<file path="config.mk">
export PLATFORM = sky130hd
export DESIGN_NAME = mpwd_top
export DESIGN_NICKNAME = d
export VERILOG_FILES = /design/src/inc/mpwd_pkg.sv /design/src/inc/mpwd_if.sv /design/src/hw/mpwd_matcher.sv /design/src/hw/mpwd_top.sv
export SDC_FILE = /design/constraint.sdc
export NUM_CORES = 1
export LEC_CHECK = 0
export BUFFER_PORTS_ARGS = -buffer_cell sky130_fd_sc_hd__buf_2
export CAP_MARGIN = 10
export CORE_UTILIZATION = 55
export DETAILED_ROUTE_END_ITERATION = 8
export HOLD_SLACK_MARGIN = 0.02
export MAX_ROUTING_LAYER = met4
export PLACE_DENSITY = 0.76
export SETUP_SLACK_MARGIN = 0.02
export SYNTH_ARGS = -nofsm -noshare
export SYNTH_HDL_FRONTEND = slang
export SYNTH_HIERARCHICAL = 1
export SYNTH_SLANG_ARGS = --single-unit
</file>
<file path="constraint.sdc">
create_clock -name clk_i -period 4.05 [get_ports clk_i]
set_clock_uncertainty 0.2 [all_clocks]
set_input_delay 0.6075 -clock clk_i [delete_from_list [all_inputs] [get_ports clk_i]]
set_output_delay 0.6075 -clock clk_i [all_outputs]
set_load 0.01 [all_outputs]
</file>
<file path="src/inc/mpwd_pkg.sv">
// constants and types for the magic packet wake detector
package mpwd_pkg;

  // ------------------------------------------------------------
  // register byte offsets on the wishbone bus
  // ------------------------------------------------------------
  localparam logic [7:0] MPWD_OFS_CTRL = 8'h00;
  localparam logic [7:0] MPWD_OFS_MASK = 8'h04;
  localparam logic [7:0] MPWD_OFS_STAT = 8'h08;
  localparam logic [7:0] MPWD_OFS_ADDR0 = 8'h10;
  localparam logic [7:0] MPWD_OFS_PWD0 = 8'h28;

  // ------------------------------------------------------------
  // field positions and reset values
  // ------------------------------------------------------------
  localparam int MPWD_BIT_ENABLE = 0;
  localparam int MPWD_BIT_MASK = 0;
  localparam int MPWD_BIT_WAKE = 0;
  localparam logic MPWD_RST_ENABLE = 1'b0;
  localparam logic MPWD_RST_MASK = 1'b0;
  localparam logic MPWD_RST_STAT = 1'b0;
  localparam logic [7:0] MPWD_RST_BYTE = 8'h00;

  // ------------------------------------------------------------
  // packet layout
  // ------------------------------------------------------------
  localparam int MPWD_FIELD_LEN = 6;
  localparam logic [2:0] MPWD_LAST_IDX = 3'h5;
  localparam logic [3:0] MPWD_LAST_REP = 4'hf;
  localparam logic [7:0] MPWD_ONES = 8'hff;

  typedef enum logic [2:0] {
    MPWD_ST_HUNT = 3'b001,
    MPWD_ST_ADDR = 3'b010,
    MPWD_ST_PWD = 3'b100
  } mpwd_state_t;

  typedef logic [7:0] mpwd_byte_t;

endpackage : mpwd_pkg

</file>
<file path="src/inc/mpwd_if.sv">
// carrier between register file and pattern matcher
`timescale 1ns/1ps
interface mpwd_if;
  import mpwd_pkg::*;
  logic enable;
  mpwd_byte_t addr [MPWD_FIELD_LEN];
  mpwd_byte_t pwd [MPWD_FIELD_LEN];
  logic frame;
  logic valid;
  mpwd_byte_t data;
  logic hit;

  modport regs (output enable, output addr, output pwd, output frame, output valid, output data, input hit);
  modport match (input enable, input addr, input pwd, input frame, input valid, input data, output hit);
endinterface : mpwd_if

</file>
<file path="src/hw/mpwd_matcher.sv">
// byte-stream magic packet pattern matcher
`timescale 1ns/1ps
module mpwd_matcher (
  input wire logic clk_i,
  input wire logic rst_i,
  mpwd_if.match m
);
  import mpwd_pkg::*;

  mpwd_state_t state_r;
  logic [2:0] hdr_cnt_r;
  logic [2:0] idx_r;
  logic [3:0] rep_cnt_r;
  logic st_ok_r;
  logic bc_ok_r;
  logic hit_r;
  logic pw_on;
  logic addr_ok;

  always_comb begin
    pw_on = 1'b0;
    for (int i = 0; i < MPWD_FIELD_LEN; i++) begin
      pw_on = pw_on | (m.pwd[i] != 8'h00);
    end
  end

  assign addr_ok = (st_ok_r && m.data == m.addr[idx_r]) || (bc_ok_r && m.data == MPWD_ONES);
  assign m.hit = hit_r;

  // ------------------------------------------------------------
  // search sequence
  // ------------------------------------------------------------
  // scans raw bytes, any protocol
  always_ff @(posedge clk_i) begin
    hit_r <= 1'b0;
    if (rst_i || !m.enable || !m.frame) begin
      state_r <= MPWD_ST_HUNT;
      hdr_cnt_r <= 3'h0;
      idx_r <= 3'h0;
      rep_cnt_r <= 4'h0;
      st_ok_r <= 1'b1;
      bc_ok_r <= 1'b1;
    end else if (m.valid) begin
      unique case (state_r)
        MPWD_ST_HUNT: begin
          if (m.data != MPWD_ONES) begin
            hdr_cnt_r <= 3'h0;
          end else if (hdr_cnt_r == MPWD_LAST_IDX) begin
            state_r <= MPWD_ST_ADDR;
            idx_r <= 3'h0;
            rep_cnt_r <= 4'h0;
            st_ok_r <= 1'b1;
            bc_ok_r <= 1'b1;
          end else begin
            hdr_cnt_r <= hdr_cnt_r + 3'h1;
          end
        end
        MPWD_ST_ADDR: begin
          if (!addr_ok) begin
            state_r <= MPWD_ST_HUNT;
            hdr_cnt_r <= (m.data == MPWD_ONES) ? 3'h1 : 3'h0;
          end else if (idx_r == MPWD_LAST_IDX) begin
            idx_r <= 3'h0;
            st_ok_r <= 1'b1;
            bc_ok_r <= 1'b1;
            if (rep_cnt_r == MPWD_LAST_REP) begin
              state_r <= pw_on ? MPWD_ST_PWD : MPWD_ST_HUNT;
              hit_r <= !pw_on;
              hdr_cnt_r <= 3'h0;
            end else begin
              rep_cnt_r <= rep_cnt_r + 4'h1;
            end
          end else begin
            idx_r <= idx_r + 3'h1;
            st_ok_r <= st_ok_r && m.data == m.addr[idx_r];
            bc_ok_r <= bc_ok_r && m.data == MPWD_ONES;
          end
        end
        MPWD_ST_PWD: begin
          if (m.data != m.pwd[idx_r]) begin
            state_r <= MPWD_ST_HUNT;
            hdr_cnt_r <= (m.data == MPWD_ONES) ? 3'h1 : 3'h0;
          end else if (idx_r == MPWD_LAST_IDX) begin
            state_r <= MPWD_ST_HUNT;
            hdr_cnt_r <= 3'h0;
            hit_r <= 1'b1;
          end else begin
            idx_r <= idx_r + 3'h1;
          end
        end
      endcase
    end
  end

  // ------------------------------------------------------------
  // checks
  // ------------------------------------------------------------
  a_hdr_enters_addr: assert property (@(posedge clk_i) disable iff (rst_i)
    m.enable && m.frame && m.valid && state_r == MPWD_ST_HUNT && m.data == MPWD_ONES && hdr_cnt_r == 3'h5
    |=> state_r == MPWD_ST_ADDR) else $error("header did not open address field");
  a_hit_after_reps: assert property (@(posedge clk_i) disable iff (rst_i)
    hit_r |-> $past(rep_cnt_r == 4'hf && idx_r == 3'h5 && !pw_on) || $past(state_r == MPWD_ST_PWD && idx_r == 3'h5))
    else $error("hit without full sequence");
  a_zero_pwd_skip: assert property (@(posedge clk_i) disable iff (rst_i)
    state_r == MPWD_ST_PWD && $stable(pw_on) |-> pw_on) else $error("password phase with zero password");
  a_frame_restart: assert property (@(posedge clk_i) disable iff (rst_i)
    !m.frame |=> state_r == MPWD_ST_HUNT && hdr_cnt_r == 3'h0) else $error("search not restarted");
  c_pwd_phase: cover property (@(posedge clk_i) state_r == MPWD_ST_PWD);

endmodule : mpwd_matcher

</file>
<file path="src/hw/mpwd_top.sv">
// magic packet wake detector with wishbone register file
`timescale 1ns/1ps

// Summary of operation
// - a wake packet opens with six consecutive 0xff bytes in the frame
// - then the station address must follow sixteen times back to back
// - any copy may be the broadcast address instead of the station address
// - with a password set, the next six bytes must equal it to match
// - an all-zero password means no password is checked
// - a match raises the management interrupt output to wake the host
// - detection works at 10, 100 and 1000 Mbit/s link speeds
// - the pattern is found anywhere in the frame, whatever the protocol, except directly after another 0xff byte
// - station address sits in six byte registers, index 0 first on wire
// - password sits in six byte registers, index 0 first byte
// - wake reaches the interrupt only while its mask bit is one
// - detection runs only while the enable bit is one, set by host after address and mask

module mpwd_top (
  input wire logic clk_i,
  input wire logic rst_i,
  // wishbone classic slave
  input wire logic wb_cyc_i,
  input wire logic wb_stb_i,
  input wire logic wb_we_i,
  input wire logic [7:0] wb_adr_i,
  input wire logic [3:0] wb_sel_i,
  input wire logic [31:0] wb_dat_i,
  output logic [31:0] wb_dat_o,
  output logic wb_ack_o,
  // received byte stream
  input wire logic rx_frame_i,
  input wire logic rx_valid_i,
  input wire mpwd_pkg::mpwd_byte_t rx_data_i,
  // wake notification
  output logic mgmt_interrupt_out_o
);
  import mpwd_pkg::*;

  // ------------------------------------------------------------
  // decode helpers
  // ------------------------------------------------------------
  // returns 1 when adr falls in the six-word block at base
  function automatic logic in_block(input logic [7:0] adr, input logic [7:0] base);
    logic [7:0] d;
    d = adr - base;
    in_block = (adr >= base) && (d[7:2] < 6'(MPWD_FIELD_LEN)) && (d[1:0] == 2'h0);
  endfunction : in_block

  // word index within a block
  function automatic logic [2:0] blk_idx(input logic [7:0] adr, input logic [7:0] base);
    logic [7:0] d;
    d = adr - base;
    blk_idx = d[4:2];
  endfunction : blk_idx

  // ------------------------------------------------------------
  // state
  // ------------------------------------------------------------
  logic wake_detect_enable_r;
  logic wake_interrupt_mask_r;
  logic wake_stat_r;
  logic ack_r;
  logic [31:0] dat_r;
  logic irq_r;
  mpwd_byte_t wake_station_addr_r [MPWD_FIELD_LEN];
  mpwd_byte_t wake_password_r [MPWD_FIELD_LEN];

  logic req;
  logic wr_acc;
  logic wr_lane0;
  logic clr_wake;
  logic [31:0] rd_nxt;

  mpwd_if link ();

  // ------------------------------------------------------------
  // bus handshake
  // ------------------------------------------------------------
  // ack one cycle after the request; it drops the cycle after, so a
  // held request is never answered on two cycles in a row
  assign req = wb_cyc_i && wb_stb_i && !ack_r;
  // writes land on the ack edge, where the master sees its cycle end
  assign wr_acc = wb_cyc_i && wb_stb_i && wb_we_i && ack_r;
  assign wr_lane0 = wr_acc && wb_sel_i[0];

  always_ff @(posedge clk_i) begin
    if (rst_i) begin
      ack_r <= 1'b0;
    end else begin
      ack_r <= req;
    end
  end

  // ------------------------------------------------------------
  // control registers
  // ------------------------------------------------------------
  always_ff @(posedge clk_i) begin
    if (rst_i) begin
      wake_detect_enable_r <= MPWD_RST_ENABLE;
    end else if (wr_lane0 && wb_adr_i == MPWD_OFS_CTRL) begin
      wake_detect_enable_r <= wb_dat_i[MPWD_BIT_ENABLE];
    end
  end

  always_ff @(posedge clk_i) begin
    if (rst_i) begin
      wake_interrupt_mask_r <= MPWD_RST_MASK;
    end else if (wr_lane0 && wb_adr_i == MPWD_OFS_MASK) begin
      wake_interrupt_mask_r <= wb_dat_i[MPWD_BIT_MASK];
    end
  end

  // ------------------------------------------------------------
  // address and password bytes
  // ------------------------------------------------------------
  // station address byte registers
  always_ff @(posedge clk_i) begin
    if (rst_i) begin
      for (int i = 0; i < MPWD_FIELD_LEN; i++) begin
        wake_station_addr_r[i] <= MPWD_RST_BYTE;
      end
    end else if (wr_lane0 && in_block(wb_adr_i, MPWD_OFS_ADDR0)) begin
      wake_station_addr_r[blk_idx(wb_adr_i, MPWD_OFS_ADDR0)] <= wb_dat_i[7:0];
    end
  end

  always_ff @(posedge clk_i) begin
    if (rst_i) begin
      for (int i = 0; i < MPWD_FIELD_LEN; i++) begin
        wake_password_r[i] <= MPWD_RST_BYTE;
      end
    end else if (wr_lane0 && in_block(wb_adr_i, MPWD_OFS_PWD0)) begin
      wake_password_r[blk_idx(wb_adr_i, MPWD_OFS_PWD0)] <= wb_dat_i[7:0];
    end
  end

  // ------------------------------------------------------------
  // wake status and interrupt
  // ------------------------------------------------------------
  // write one clears; a hit in the same cycle wins so no wake is lost
  assign clr_wake = wr_lane0 && wb_adr_i == MPWD_OFS_STAT && wb_dat_i[MPWD_BIT_WAKE];

  always_ff @(posedge clk_i) begin
    if (rst_i) begin
      wake_stat_r <= MPWD_RST_STAT;
    end else if (link.hit) begin
      wake_stat_r <= 1'b1;
    end else if (clr_wake) begin
      wake_stat_r <= 1'b0;
    end
  end

  always_ff @(posedge clk_i) begin
    if (rst_i) begin
      irq_r <= 1'b0;
    end else begin
      irq_r <= wake_stat_r && wake_interrupt_mask_r;
    end
  end

  // ------------------------------------------------------------
  // read mux
  // ------------------------------------------------------------
  // unmapped offsets read as zero and are still acknowledged
  always_comb begin
    rd_nxt = 32'h0000_0000;
    if (wb_adr_i == MPWD_OFS_CTRL) begin
      rd_nxt[MPWD_BIT_ENABLE] = wake_detect_enable_r;
    end else if (wb_adr_i == MPWD_OFS_MASK) begin
      rd_nxt[MPWD_BIT_MASK] = wake_interrupt_mask_r;
    end else if (wb_adr_i == MPWD_OFS_STAT) begin
      rd_nxt[MPWD_BIT_WAKE] = wake_stat_r;
    end else if (in_block(wb_adr_i, MPWD_OFS_ADDR0)) begin
      rd_nxt[7:0] = wake_station_addr_r[blk_idx(wb_adr_i, MPWD_OFS_ADDR0)];
    end else if (in_block(wb_adr_i, MPWD_OFS_PWD0)) begin
      rd_nxt[7:0] = wake_password_r[blk_idx(wb_adr_i, MPWD_OFS_PWD0)];
    end
  end

  always_ff @(posedge clk_i) begin
    if (rst_i) begin
      dat_r <= 32'h0000_0000;
    end else if (req && !wb_we_i) begin
      dat_r <= rd_nxt;
    end
  end

  assign wb_ack_o = ack_r;
  assign wb_dat_o = dat_r;
  assign mgmt_interrupt_out_o = irq_r;

  // ------------------------------------------------------------
  // matcher hookup
  // ------------------------------------------------------------
  // byte strobe covers all link speeds
  // the strobe rate sets the speed; the matcher needs no speed setting
  assign link.enable = wake_detect_enable_r;
  assign link.frame = rx_frame_i;
  assign link.valid = rx_valid_i;
  assign link.data = rx_data_i;
  always_comb begin
    for (int i = 0; i < MPWD_FIELD_LEN; i++) begin
      link.addr[i] = wake_station_addr_r[i];
      link.pwd[i] = wake_password_r[i];
    end
  end

  mpwd_matcher u_matcher (
    .clk_i (clk_i),
    .rst_i (rst_i),
    .m (link.match)
  );

  // ------------------------------------------------------------
  // checks
  // ------------------------------------------------------------
  a_ack_single: assert property (@(posedge clk_i) disable iff (rst_i)
    wb_ack_o |=> !wb_ack_o) else $error("ack held two cycles");

  a_ack_latency: assert property (@(posedge clk_i) disable iff (rst_i)
    wb_cyc_i && wb_stb_i && !wb_ack_o |=> wb_ack_o) else $error("ack not one cycle after request");

  a_hit_sets_stat: assert property (@(posedge clk_i) disable iff (rst_i)
    link.hit |=> wake_stat_r ##1 (mgmt_interrupt_out_o == wake_interrupt_mask_r || $changed(wake_interrupt_mask_r)))
    else $error("wake hit not reported");

  a_set_beats_clear: assert property (@(posedge clk_i) disable iff (rst_i)
    link.hit && clr_wake |=> wake_stat_r) else $error("clear beat a new wake");

  a_irq_masked: assert property (@(posedge clk_i) disable iff (rst_i)
    !wake_interrupt_mask_r [*2] |-> !mgmt_interrupt_out_o) else $error("interrupt while masked");

  a_irq_source: assert property (@(posedge clk_i) disable iff (rst_i)
    mgmt_interrupt_out_o |-> $past(wake_stat_r) && $past(wake_interrupt_mask_r))
    else $error("interrupt without masked-in wake");

  a_enable_gates: assert property (@(posedge clk_i) disable iff (rst_i)
    !wake_detect_enable_r |=> !link.hit) else $error("hit while detection disabled");

  a_enable_write: assert property (@(posedge clk_i) disable iff (rst_i)
    wr_lane0 && wb_adr_i == MPWD_OFS_CTRL |=> wake_detect_enable_r == $past(wb_dat_i[0]))
    else $error("enable write lost");

  a_addr_write: assert property (@(posedge clk_i) disable iff (rst_i)
    wr_lane0 && wb_adr_i == 8'h24 |=> wake_station_addr_r[5] == $past(wb_dat_i[7:0]))
    else $error("address byte five write lost");

  a_pwd_write: assert property (@(posedge clk_i) disable iff (rst_i)
    wr_lane0 && wb_adr_i == 8'h28 |=> wake_password_r[0] == $past(wb_dat_i[7:0]))
    else $error("password byte zero write lost");

  c_wake_irq: cover property (@(posedge clk_i) disable iff (rst_i) link.hit ##2 mgmt_interrupt_out_o);
  c_clear_wake: cover property (@(posedge clk_i) disable iff (rst_i) wake_stat_r ##1 clr_wake ##1 !wake_stat_r);
  c_read_stat: cover property (@(posedge clk_i) disable iff (rst_i) req && !wb_we_i && wb_adr_i == MPWD_OFS_STAT);

endmodule : mpwd_top

</file>
==> impl_metrics.toml <==
[run]
drv_cap = 0

[critical_path]
crit_required_ns = 4.20
critical-path-max-stage-delay_ns = 0.97
critical_path.max_fanout = 13
worst-endpoint-arrival_ns = 3.98
timing.reg2reg.setup_slack_ns = 0.22
worst_r2r_path_depth = 9
worst_path_max_delay_cell = "sky130_fd_sc_hd__nor2b_1"
setup.worst_path.end_class = "flop"
critPathKind = "reg2reg"
critPathLaunchType = "flop"
cp_common_cell = "sky130_fd_sc_hd__a21oi_1"
cp_cell_sequence = "nor2b_1 > a22oi_1 > xnor2_1 > a21oi_1 > nand4_2 > nand2_1 > o2111ai_2 > or4b_1 > a21oi_1"

[yosys]
synthDominantAreaCellType = "sky130_fd_sc_hd__edfxtp_1"
yosysSeqAreaShare_pct = 49.8
postSynthAreaPerCell_um2 = 12.6
synth.top_cells.by_area = "sky130_fd_sc_hd__edfxtp_1, sky130_fd_sc_hd__mux4_2, sky130_fd_sc_hd__and2_1"
synth_warnings = 6
synth-edff-count = 128
async_sr_flop_fraction_pct = 0
number_of_flip_flops_and_latches_in_the_synthesized_netlist = 157
post_synth_instance_area_mm2 = 0.00889
netlist_instances = 705
netlist.area_leader.share_pct = 43.2
synth_cell_types = 74
synth-main-ff-cell = "sky130_fd_sc_hd__edfxtp_1"

[power_and_ir_drop]
ir_drop_mv = 0.275
power.density_cell_area_mw_per_mm2 = 364
power.static_leakage_nw = 3.68

[sta]
max_freq_mhz = 261
worst-slew-pin-transition_ns = 1.22
fin_crit_sh_pct = 94.5
period_needed_ns = 3.83
number_of_endpoints_with_negative_hold_slack_in_the_final_report = 0
rsz0062_at_grt = "no"
setup-violations-final = 0
finalSetupTns_ns = 0
max_slew_margin_pct = 18.4
drv_slew = 0

[placement]
place.detailed.hpwl_mm = 16.4
globalplace.congestion = 0.961
place.port_buffers = 41

[die]
io_pins = 93
core_region_mm2 = 0.0158
die-height_um = 129
start_util_pct = 56.2
core.rowCount = 46
die_outline_width_um = 129
die-area_mm2 = 0.0167

[global_routing]
largest_net_degree_at_the_start_of_global_routing = 27
global_route_wire_length_before_repair_mm = 34.7
initial_antenna_violation_count = 0
vias_in_the_first_global_route = 6243
globalRouteTotalUtil_pct = 29.8
grt.overflow.total = 0

[min_path]
holdCritPathClass = "reg2reg"
min_delay_path_depth = 2

[routing]
num_vias = 6263
dr.pass1.iters = 5
detail_route.vias_per_cell = 6.35
drt-wirelength-per-cell_um = 23.0
detailedRoute.firstIterationViolations = 531
drt_wl_total_mm = 22.7
drc = 0
ant_nets = 0

[clock_network]
cts_buffers = 17
maximum_number_of_buffers_from_clock_root_to_sink = 2
insertion_delay_ns = 0.43
clockRootBuffer = "sky130_fd_sc_hd__clkbuf_16"
hold_buffers = 0
cts_num_sinks = 157
htree_levels = 4
tritoncts = "done"
clk_transition_reported_paths_ns = 0.06
post_cts_resized = 0
cts_setup_buffers = 0

[layout]
fillers = 1212
drive_above_1_share_pct = 20.9
post-route-util_pct = 62.1
n_antenna_cell = 0
final_net_count = 827
area.growth.synth_to_final_pct = 10.5

[run_status]
outcome = "finished, final reports clean"
synthesized netlist by cell type, types with 5 or more instances:
library cell / number
sky130_fd_sc_hd__mux4_1: 7
sky130_fd_sc_hd__a21o_1: 5
sky130_fd_sc_hd__nor2_1: 26
sky130_fd_sc_hd__nor4_1: 19
sky130_fd_sc_hd__xnor2_1: 12
sky130_fd_sc_hd__nand4_1: 12
sky130_fd_sc_hd__edfxtp_1: 128
sky130_fd_sc_hd__a22oi_1: 12
sky130_fd_sc_hd__o221ai_1: 8
sky130_fd_sc_hd__and3_1: 11
sky130_fd_sc_hd__nand2_1: 32
sky130_fd_sc_hd__clkbuf_1: 17
sky130_fd_sc_hd__nand2b_1: 9
sky130_fd_sc_hd__buf_2: 12
sky130_fd_sc_hd__nor3_2: 5
sky130_fd_sc_hd__or2_1: 10
sky130_fd_sc_hd__buf_4: 27
sky130_fd_sc_hd__nor3_1: 5
sky130_fd_sc_hd__and2_1: 95
sky130_fd_sc_hd__mux2i_1: 28
sky130_fd_sc_hd__nand3_1: 13
sky130_fd_sc_hd__or3_1: 5
sky130_fd_sc_hd__a21oi_1: 14
sky130_fd_sc_hd__o21ai_0: 16
sky130_fd_sc_hd__ha_1: 10
sky130_fd_sc_hd__dfxtp_1: 29
sky130_fd_sc_hd__mux2_2: 18
sky130_fd_sc_hd__mux4_2: 35
sky130_fd_sc_hd__inv_1: 10
layout by cell type, fill, tap and decap left out, drive strengths merged, types with 3 or more instances in the layout:
master      n
xnor2      12
o21ai      18
inv        13
xor2        3
and3b       4
nor2       26
mux4       42
mux2i      28
and3       11
ha         10
nand4      14
conb       40
clkinvlp    3
buf        57
o221ai      8
nand3      14
nor3       10
a22oi      12
a21o        5
and2       95
clkbuf     18
edfxtp    128
dfxtp      29
or2        10
a21oi      15
mux2       20
nor2b       4
nand2      32
o21a        3
nand2b      9
o311a       3
clkinv      8
nor3b       3
or3         5
nor4       23
a31oi       3
layout make-up:
cell class                      instances  area [um^2]  area share, %
Sequential cell                       157         4420           45.0
Inverter                               11         41.3          0.420
Clock inverter                         14          121           1.24
Multi-Input combinational cell        514         4200           42.7
Tap cell                              216          270           2.75
Timing Repair Buffer                   57          338           3.44
Clock buffer                           18          429           4.37
logic make-up after synthesis:
logic type / count (synthesis) / share of synthesized area (%)
flip-flops: 157 / 49.8
other: 1 / 0.0422
XOR/XNOR: 15 / 1.48
buffers and inverters: 73 / 4.66
AO/OA/AOI/OAI: 87 / 7.29
AND/OR/NAND/NOR: 272 / 18.7
multiplexers: 90 / 16.7
adder cells (fa/ha/maj): 10 / 1.41
where the power goes:
group	internal (mW)	leakage [nW]	switching, mW
registers	1.77	1.59	0.0282
logic	0.104	1.83	0.166
clock network	0.844	0.263	0.659
layer usage:
metal	part of all wire [%]	wire length [um]	GRT usage (%)
met5	0	0	-
met3	8.7	1980	6.94
met1	40	8990	37.5
met2	49	11100	46.7
met4	2.7	616	12.3
flip-flops by register name (all words and copies together) (netlist names), 3 cells and up:
name / count
u_matcher/hdr_cnt_r: 3
u_matcher/idx_r: 3
u_matcher/rep_cnt_r: 4
u_matcher/state_r: 3
wake_password_r: 64
wake_station_addr_r: 64
wb_dat_o: 8
stage by stage:
step	instance area [um^2]	power [mW]	setup WS (ns)	hold slack, ns	std cells
after floorplan	9040	2.02	0.263	0.213	744
after CTS	9820	3.58	0.350	0.256	987
after detailed placement	9270	2.10	0.364	0.258	955
final	9820	3.58	0.225	0.268	987
after global placement	9270	2.10	0.410	0.259	955
after global routing	9820	3.68	0.0749	0.274	987
path summary, 6_finish.rpt:
kind / startpoint / end
setup / recovery: u_matcher/idx_r[1]$_SDFFE_PP0P_ / u_matcher/idx_r[2]$_SDFFE_PP0P_
hold / removal: wake_stat_r$_SDFFE_PP0P_ / mgmt_interrupt_out_o$_SDFF_PP0_
setup reg to reg: u_matcher/idx_r[1]$_SDFFE_PP0P_ / u_matcher/idx_r[2]$_SDFFE_PP0P_
hold reg to reg: wake_stat_r$_SDFFE_PP0P_ / mgmt_interrupt_out_o$_SDFF_PP0_
worst max-delay path, delay by kind of cell, from the launching register on:
family                    cells  cell delay (ns)
DFF                           1             0.42
AOI/OAI and AO/OA             4             0.96
xor gates and xnor gates      1             0.25
and+or+nand+nor               4             1.91
(Power assumes the default switching activity.)
